===== src/pss_map.vh =====
// Constants for the pump status and error supervisor.
// Assumes a 50 MHz system clock; included by bare name.
`ifndef PSS_MAP_VH
`define PSS_MAP_VH

// ----------------------------------------------------------------
// Lamp colour codes
// ----------------------------------------------------------------
`define PSS_LAMP_OFF 2'h0
`define PSS_LAMP_GREEN 2'h1
`define PSS_LAMP_YELLOW 2'h2
`define PSS_LAMP_RED 2'h3

// ----------------------------------------------------------------
// Error cause codes in the event log
// ----------------------------------------------------------------
`define PSS_CAUSE_NONE 3'h0
`define PSS_CAUSE_FAULT 3'h1
`define PSS_CAUSE_SHUTDOWN 3'h2
`define PSS_CAUSE_REMOTE_TO 3'h3
`define PSS_CAUSE_SEQ_TO 3'h4
`define PSS_CAUSE_DONE_TO 3'h5

// ----------------------------------------------------------------
// Timing
// ----------------------------------------------------------------
`define PSS_CLK_HZ 32'h02FAF080
`define PSS_MS_PER_S 32'h000003E8
`define PSS_REMOTE_TO_S 32'h0000003C
`define PSS_BLINK_HALF_MS 32'h000001F4

`endif


===== src/pss_log_mem.v =====
// Event log memory of the supervisor: one write port, one read port.
// Assumes one clock; read data come out of a register.
`timescale 1ns/1ps

module pss_log_mem #(
  parameter AW = 4,
  parameter DW = 16
) (
  input wire clk,
  input wire wr_en,
  input wire [AW-1:0] wr_addr,
  input wire [DW-1:0] wr_data,
  input wire [AW-1:0] rd_addr,
  output reg [DW-1:0] rd_data
);

  reg [DW-1:0] mem [0:(1<<AW)-1];

  always @(posedge clk) begin
    if (wr_en) begin
      mem[wr_addr] <= wr_data;
    end
    rd_data <= mem[rd_addr];
  end

endmodule // pss_log_mem


===== src/pss_supervisor.v =====
// Status lamp and error supervisor of the pump module.
// Assumes all inputs synchronous to clk; shut-down input active low.
`timescale 1ns/1ps
`include "pss_map.vh"

// Contract
// RL1 - Idle and ready with power: lamp dark.
// RL2 - Analysis run in progress: lamp steady green.
// RL3 - Not ready, including setpoint waits and self-test: steady yellow.
// RL4 - Internal fault such as leak or defective part: steady red.
// RL5 - Any error aborts a running analysis; no silent continuation.
// RL6 - Boot-resident firmware mode: lamp blinks yellow.
// RL7 - Severe fault during startup: lamp blinks red.
// RL8 - Every failure lights red and appends an event log record; one arriving while an error already stands is not logged.
// RL9 - Sequence run not-ready beyond timeout threshold raises timeout error.
// RL10 - Armed timeout after finished analysis switches pump off, reports timeout.
// RL11 - Shut-down input sampled continuously; low level raises shut-down error.
// RL12 - External instrument needing a stop drives the shut-down line low.
// RL13 - Remote not-ready must clear within one minute of start, else error.
// RL14 - Lamp priority: startup fail, error, resident, not-ready, run, idle.
// RL15 - Remote timer runs from start until not-ready clears; no restart.
module pss_supervisor #(
  // Sixty seconds and half a second of system clock by default
  parameter REMOTE_TO_CYCLES = `PSS_REMOTE_TO_S * `PSS_CLK_HZ,
  parameter BLINK_CYCLES = (`PSS_CLK_HZ / `PSS_MS_PER_S) * `PSS_BLINK_HALF_MS,
  parameter TO_W = 32,
  parameter LOG_AW = 4
) (
  input wire clk,
  input wire reset,
  input wire power_ok,
  input wire resident_mode,
  input wire startup_fail,
  input wire run_start,
  input wire run_end,
  input wire local_not_ready,
  input wire self_test,
  input wire internal_fault,
  input wire remote_shutdown_n,
  input wire remote_not_ready,
  input wire sequence_mode,
  input wire timeout_arm,
  input wire [TO_W-1:0] timeout_cycles,
  input wire error_clear,
  input wire [LOG_AW-1:0] log_rd_addr,
  output reg [1:0] lamp_colour,
  output wire running,
  output wire run_abort,
  output reg pump_enable,
  output reg error_active,
  output reg [2:0] error_cause,
  output wire error_event,
  output wire [LOG_AW-1:0] log_count,
  output wire [15:0] log_rd_data
);

  // ----------------------------------------------------------------
  // State
  // ----------------------------------------------------------------
  localparam ST_IDLE = 2'h0;
  localparam ST_RUN = 2'h1;
  localparam ST_DONE = 2'h2;

  reg [1:0] state_reg;
  reg [1:0] state_next;
  reg [31:0] remote_cnt_reg;
  reg remote_timing_reg;
  reg [TO_W-1:0] nr_cnt_reg;
  reg [TO_W-1:0] done_cnt_reg;
  reg [31:0] blink_cnt_reg;
  reg blink_reg;
  reg [LOG_AW-1:0] log_ptr_reg;
  reg [15:0] stamp_reg;
  reg error_active_next;

  // ----------------------------------------------------------------
  // Event decode
  // ----------------------------------------------------------------
  // Not-ready from any source; a running self-test counts as not ready

  wire not_ready = local_not_ready | self_test | remote_not_ready;
  wire ev_fault = internal_fault;
  wire ev_shutdown = ~remote_shutdown_n; // RL11
  wire ev_remote_to = remote_timing_reg & remote_not_ready &
                      (remote_cnt_reg == REMOTE_TO_CYCLES - 1); // RL13
  wire ev_seq_to = (state_reg == ST_RUN) & sequence_mode & not_ready &
                   (nr_cnt_reg == timeout_cycles); // RL9
  wire ev_done_to = (state_reg == ST_DONE) & timeout_arm &
                    (done_cnt_reg == timeout_cycles); // RL10
  wire any_ev = ev_fault | ev_shutdown | ev_remote_to | ev_seq_to | ev_done_to;

  // ----------------------------------------------------------------
  // Outputs
  // ----------------------------------------------------------------
  // New error only on entry so the log holds one record per event
  assign error_event = any_ev & ~error_active; // RL8
  assign running = (state_reg == ST_RUN);
  assign run_abort = running & any_ev; // RL5
  assign log_count = log_ptr_reg;

  // ----------------------------------------------------------------
  // Run sequencing
  // ----------------------------------------------------------------
  always @* begin
    state_next = state_reg;
    case (state_reg)
      ST_IDLE: begin
        // Refused while an error stands or is arriving
        if (run_start && !error_active && !any_ev) begin
          state_next = ST_RUN;
        end
      end
      ST_RUN: begin
        if (any_ev) begin
          state_next = ST_IDLE; // RL5
        end else if (run_end) begin
          state_next = ST_DONE;
        end
      end
      ST_DONE: begin
        // An error after the run parks the sequencer in idle as well
        if (any_ev) begin
          state_next = ST_IDLE;
        end else if (run_start && !error_active) begin
          state_next = ST_RUN;
        end
      end
      default: begin
        state_next = ST_IDLE;
      end
    endcase
  end

  always @(posedge clk) begin
    if (reset) begin
      state_reg <= ST_IDLE;
    end else begin
      state_reg <= state_next;
    end
  end

  // ----------------------------------------------------------------
  // Remote not-ready timer
  // ----------------------------------------------------------------
  always @(posedge clk) begin
    if (reset) begin
      remote_timing_reg <= 1'b0;
      remote_cnt_reg <= 32'h00000000;
    end else if (state_reg != ST_RUN && state_next == ST_RUN) begin
      // Armed on entry to run, from idle or after a finished run
      remote_timing_reg <= 1'b1; // RL15
      remote_cnt_reg <= 32'h00000000;
    end else if (remote_timing_reg) begin
      // Stops for good once the line clears; only a new start re-arms it
      if (!remote_not_ready || ev_remote_to || !running) begin
        remote_timing_reg <= 1'b0; // RL15
      end else begin
        remote_cnt_reg <= remote_cnt_reg + 32'h00000001; // RL13
      end
    end
  end

  // ----------------------------------------------------------------
  // Sequence not-ready and post-run timeout counters
  // ----------------------------------------------------------------
  always @(posedge clk) begin
    if (reset) begin
      nr_cnt_reg <= {TO_W{1'b0}};
      done_cnt_reg <= {TO_W{1'b0}};
    end else begin
      // Both hold at the threshold so the event stays up until the state moves on
      if (running && sequence_mode && not_ready && nr_cnt_reg != timeout_cycles) begin
        nr_cnt_reg <= nr_cnt_reg + {{(TO_W-1){1'b0}}, 1'b1}; // RL9
      end else if (!(running && sequence_mode && not_ready)) begin
        nr_cnt_reg <= {TO_W{1'b0}};
      end
      // Post-run timer counts only while armed in the finished state
      if (state_reg == ST_DONE && timeout_arm && done_cnt_reg != timeout_cycles) begin
        done_cnt_reg <= done_cnt_reg + {{(TO_W-1){1'b0}}, 1'b1}; // RL10
      end else if (!(state_reg == ST_DONE && timeout_arm)) begin
        done_cnt_reg <= {TO_W{1'b0}};
      end
    end
  end

  // ----------------------------------------------------------------
  // Error latch, cause and pump control
  // ----------------------------------------------------------------
  always @* begin
    // A new event wins over a clear in the same cycle
    error_active_next = error_active;
    if (any_ev) begin
      error_active_next = 1'b1; // RL8
    end else if (error_clear) begin
      error_active_next = 1'b0;
    end
  end

  always @(posedge clk) begin
    if (reset) begin
      error_active <= 1'b0;
      error_cause <= `PSS_CAUSE_NONE;
      pump_enable <= 1'b1;
    end else begin
      error_active <= error_active_next;
      if (error_event) begin
        if (ev_fault) begin
          error_cause <= `PSS_CAUSE_FAULT;
        end else if (ev_shutdown) begin
          error_cause <= `PSS_CAUSE_SHUTDOWN;
        end else if (ev_remote_to) begin
          error_cause <= `PSS_CAUSE_REMOTE_TO;
        end else if (ev_seq_to) begin
          error_cause <= `PSS_CAUSE_SEQ_TO;
        end else begin
          error_cause <= `PSS_CAUSE_DONE_TO;
        end
      end else if (error_clear && !any_ev) begin
        error_cause <= `PSS_CAUSE_NONE;
      end
      // Post-run timeout turns the pump off; a new start turns it on
      if (ev_done_to) begin
        pump_enable <= 1'b0; // RL10
      end else if (run_start) begin
        pump_enable <= 1'b1;
      end
    end
  end

  // ----------------------------------------------------------------
  // Event log
  // ----------------------------------------------------------------
  always @(posedge clk) begin
    if (reset) begin
      log_ptr_reg <= {LOG_AW{1'b0}};
      stamp_reg <= 16'h0000;
    end else begin
      // Free-running cycle stamp; a record keeps its low twelve bits
      stamp_reg <= stamp_reg + 16'h0001;
      if (error_event) begin
        log_ptr_reg <= log_ptr_reg + {{(LOG_AW-1){1'b0}}, 1'b1}; // RL8
      end
    end
  end

  wire [2:0] log_cause = ev_fault ? `PSS_CAUSE_FAULT :
                         ev_shutdown ? `PSS_CAUSE_SHUTDOWN :
                         ev_remote_to ? `PSS_CAUSE_REMOTE_TO :
                         ev_seq_to ? `PSS_CAUSE_SEQ_TO : `PSS_CAUSE_DONE_TO;

  // ----------------------------------------------------------------
  // Log memory
  // ----------------------------------------------------------------
  // One record is written on each new error, at the current count
  pss_log_mem #(
    .AW(LOG_AW),
    .DW(16)
  ) u_log (
    .clk(clk),
    .wr_en(error_event),
    .wr_addr(log_ptr_reg),
    .wr_data({1'b0, log_cause, stamp_reg[11:0]}),
    .rd_addr(log_rd_addr),
    .rd_data(log_rd_data)
  );

  // ----------------------------------------------------------------
  // Blink timebase
  // ----------------------------------------------------------------
  always @(posedge clk) begin
    if (reset) begin
      blink_cnt_reg <= 32'h00000000;
      // Blinking lamps start dark
      blink_reg <= 1'b0;
    end else if (blink_cnt_reg == BLINK_CYCLES - 1) begin
      blink_cnt_reg <= 32'h00000000;
      blink_reg <= ~blink_reg;
    end else begin
      blink_cnt_reg <= blink_cnt_reg + 32'h00000001;
    end
  end

  // ----------------------------------------------------------------
  // Lamp
  // ----------------------------------------------------------------
  // Registered so the pin never glitches; red uses the next error value
  // so that it shows one edge after the event, together with error_active
  always @(posedge clk) begin
    if (reset) begin
      lamp_colour <= `PSS_LAMP_OFF;
    end else if (!power_ok) begin
      lamp_colour <= `PSS_LAMP_OFF;
    end else if (startup_fail) begin
      lamp_colour <= blink_reg ? `PSS_LAMP_RED : `PSS_LAMP_OFF; // RL7 RL14
    end else if (error_active_next) begin
      lamp_colour <= `PSS_LAMP_RED; // RL4 RL8 RL14
    end else if (resident_mode) begin
      lamp_colour <= blink_reg ? `PSS_LAMP_YELLOW : `PSS_LAMP_OFF; // RL6 RL14
    end else if (not_ready) begin
      lamp_colour <= `PSS_LAMP_YELLOW; // RL3 RL14
    end else if (state_next == ST_RUN) begin
      lamp_colour <= `PSS_LAMP_GREEN; // RL2
    end else begin
      lamp_colour <= `PSS_LAMP_OFF; // RL1
    end
  end

endmodule // pss_supervisor


===== config.mk =====
export PLATFORM = sky130hd
export DESIGN_NAME = pss_supervisor
export DESIGN_NICKNAME = d
export VERILOG_FILES = /design/src/pss_log_mem.v /design/src/pss_supervisor.v
export VERILOG_INCLUDE_DIRS = /design/src
export SDC_FILE = /design/constraint.sdc
export NUM_CORES = 1
export LEC_CHECK = 0
export ABC_AREA = 1
export BUFFER_PORTS_ARGS = -buffer_cell sky130_fd_sc_hd__buf_4
export CAP_MARGIN = 25
export CELL_PAD_IN_SITES_DETAIL_PLACEMENT = 1
export CELL_PAD_IN_SITES_GLOBAL_PLACEMENT = 1
export CORE_ASPECT_RATIO = 0.75
export CORE_MARGIN = 5
export CORE_UTILIZATION = 54
export CTS_BUF_LIST = sky130_fd_sc_hd__clkbuf_4 sky130_fd_sc_hd__clkbuf_8
export DETAILED_ROUTE_END_ITERATION = 7
export PLACE_DENSITY_LB_ADDON = 0.1
export SETUP_SLACK_MARGIN = 0.02
export SLEW_MARGIN = 10
export SYNTH_ARGS = -nofsm -noshare
export SYNTH_HDL_FRONTEND = slang
export SYNTH_SLANG_ARGS = --single-unit

===== constraint.sdc =====
create_clock -name clk -period 4.3 [get_ports clk]
set_clock_uncertainty 0.15 [all_clocks]
set_input_delay 0.86 -clock clk [delete_from_list [all_inputs] [get_ports clk]]
set_output_delay 0.86 -clock clk [all_outputs]
set_load 0.01 [all_outputs]

==> summary.txt <==
Status
  – Status: finished clean

STA
  – Crit share post-route: 91.2%
  – Final Hold Vio Count: 0
  – Fin Setup TNS: 0 ns
  – Fin crit period: 3.92 ns
  – F_max: 255 MHz
  – Post-Route Hold Slack: 0.307 ns
  – Fin. max-slew vios: 0
  – Worst-Margin Slew: 0.879 ns
  – Worst rel slew slack: 41.3%
  – Setup violators final: 0
  – Unrepaired setup endpoints after global routing: false

Layout
  – Largest register by flop count: u_log.mem
  – Nets: 2215
  – Post-layout util: 62.0%
  – Most frequent cells in the layout: nand2_1 (359), edfxtp_1 (240), inv_1 (238), nor2_1 (178), dfxtp_1 (170)
  – Most common cell after layout, fill and taps aside: nand2_1
  – Diodes inserted: 0
  – Max FFs per register: 240
  – Layout cells sized above 1: 12.5%
  – Layout area overhead: 13.4%

Clocking
  – CTS sink cnt: 410
  – Hold_buf cts: 0
  – TritonCTS Buffers: 61
  – CTS H-tree depth: 2
  – Reg clk slew, reported paths: 0.07 ns
  – Resize count post-CTS: 0
  – Postcts setup bufs: 0
  – Clock latency on the worst-skew pair: 0.65 ns
  – CTS tree: built
  – Root Driver: clkbuf_8
  – Clock Path Buffers: 3

Place
  – Final Wtd Congestion: 0.960
  – Port bufs: 79
  – DPL Wire Length: 42500 um

Worst setup path
  – Path type of the worst setup path: reg -> out
  – Worst path cell trace: ha_1 -> inv_1 -> nor3_2 -> nand2_1 -> nor2_1 -> nand3b_1 -> nand2_1 -> inv_2 -> nand3_2 -> nand2_4 -> inv_4 -> buf_4
  – Crit path max-delay family: simple AND/OR/NAND/NOR gates
  – Crit end category: output pin
  – Reg2reg setup slack: 0.81 ns
  – CP Max Fanout: 19
  – Crit path top cell by count: nand2_1
  – Worst path slowest cell: dfxtp_1
  – CP arrival: 2.91 ns
  – CP max stage delay: 0.39 ns
  – Critical path buffers and inverters: 4
  – Crit path required time: 3.29 ns
  – Setup crit start kind: flop

Die
  – Die extent in y: 172 um
  – CORE AREA: 34700 um2
  – # IOs: 81
  – Die area: 39000 um2
  – Num rows: 59
  – Initial Util: 54.7%
  – Die Wd: 226 um

Pwr
  – Leak pwr: 7.96 nW
  – Clock share of power: 42.6%
  – Pwr Total: 0.00816 W
  – Sequential Power Share: 51.8%
  – Cell internal pwr: 0.00626 W
  – Power Dens Cells: 379 nW/um2
  – Worst VDD drop: 0.335 mV
  – Sw Share: 23.3%
  – Psw: 0.00190 W
  – Comb pwr share: 5.6%

Detailed routing
  – Post-Route WL: 61400 um
  – DR pass1 iterations: 5
  – Final ANT Viol Nets: 0
  – DR iter-0 viols: 1449
  – Via density per instance: 5.95
  – Residual DRC: 0
  – Wirelength per Cell: 23.0 um
  – Vias: 15900

GRT
  – Antenna violations before repair: 0
  – Vias in the first global route: 16200
  – Grt ovf: 0
  – GR peak layer: met2
  – First-pass GRT wire length: 94300 um
  – Routing usage on met3: 4.85%
  – Tot GR Track Use: 31.3%
  – Largest net degree at the start of global routing: 79
  – Met2 GRT Util: 50.4%
  – Met1 Track Usage GR: 45.2%

Synth
  – Combinational family with the most area after synthesis: simple AND/OR/NAND/NOR gates
  – Simple-Gate Fraction of Synth Area: 19.3%
  – Yosys warning total: 0
  – Mux cell area share after synthesis: 3.16%
  – Cell Area, Synth: 19000 um2
  – Synthesized flop and latch total: 410
  – Compound-gate portion of the synthesized area: 10.1%
  – Synth Area per Inst: 9.24 um2
  – Mapped Cells: 2053
  – Number of flops mapped to enable cells by yosys: 240
  – Async SR Flop Fraction: 0%
  – Prevailing post-synth register cell: edfxtp_1
  – XOR/XNOR Fraction of Synth Area: 4.48%
  – Distinct cells, synth: 48
  – Synth Area in Adders: 0.593%
  – Syn Nets: 2113
  – Sequential area share after synthesis: 55.9%

Job
  – Maxcap violations: 0

Min path
  – Worst Hold Class: reg -> reg
==> per-layer routing <==
metal,share of wire [%],vias to the layer above
met2,46,683
met3,8.2,94
met1,44,7901
met4,2.1,0
met5,0,-
li1,-,7173
==> area by class of cell <==
type	instances	area (um2)
Tap cell	457	572
Multi-Input combinational cell	1329	7180
Clock buffer	91	1110
Fill cell	3955	13200
Timing Repair Buffer	109	897
Inverter	244	918
Clock inverter	24	226
Sequential cell	410	10600
==> cell families after synthesis <==
| logic type | Yosys count |
|---|---|
| AO/OA/AOI/OAI | 345 |
| XOR/XNOR | 97 |
| other | 1 |
| multiplexers | 60 |
| adder cells (fa/ha/maj) | 9 |
| buffers and inverters | 314 |
| AND/OR/NAND/NOR | 817 |
| flip-flops | 410 |
==> power by group through the flow <==
stage               combinational [W]  clock [W]  sequential (W)
floorplan                    0.000237          0         0.00430
global route                 0.000487    0.00372         0.00423
CTS                          0.000454    0.00351         0.00422
global placement             0.000426          0         0.00430
detailed placement           0.000447          0         0.00431
finish                       0.000454    0.00348         0.00423
==> path summary, 6_finish.rpt <==
path,to,start,depth (start not counted)
setup reg to reg,u_log.mem[14][1],remote_cnt_reg[0],13
hold reg to reg,blink_cnt_reg[0],blink_cnt_reg[0],1
hold / removal,blink_cnt_reg[0],blink_cnt_reg[0],1
setup / recovery,error_event,remote_cnt_reg[0],12
==> synth_stat cells, types with 45 or more instances <==
cell / n / area (um2)
nand2_1: 359 / 1350
o211ai_1: 61 / 458
o21ai_0: 117 / 586
nor2_1: 194 / 728
xor2_1: 45 / 394
nand3_1: 77 / 385
edfxtp_1: 240 / 7210
dfxtp_1: 170 / 3400
inv_1: 238 / 893
mux2i_1: 60 / 601
a21oi_1: 153 / 766
xnor2_1: 52 / 455
nor3_1: 72 / 360
==> stage by stage <==
step / worst slack (ns) / cell area, um2 / cells
final: 0.378 / 21500 / 2664
after global routing: 0.182 / 21500 / 2664
after CTS: 0.335 / 21500 / 2663
after detailed placement: 0.631 / 20200 / 2548
after global placement: 0.732 / 20200 / 2548
after floorplan: 1.16 / 19000 / 2053
(Power assumes the default switching activity.)
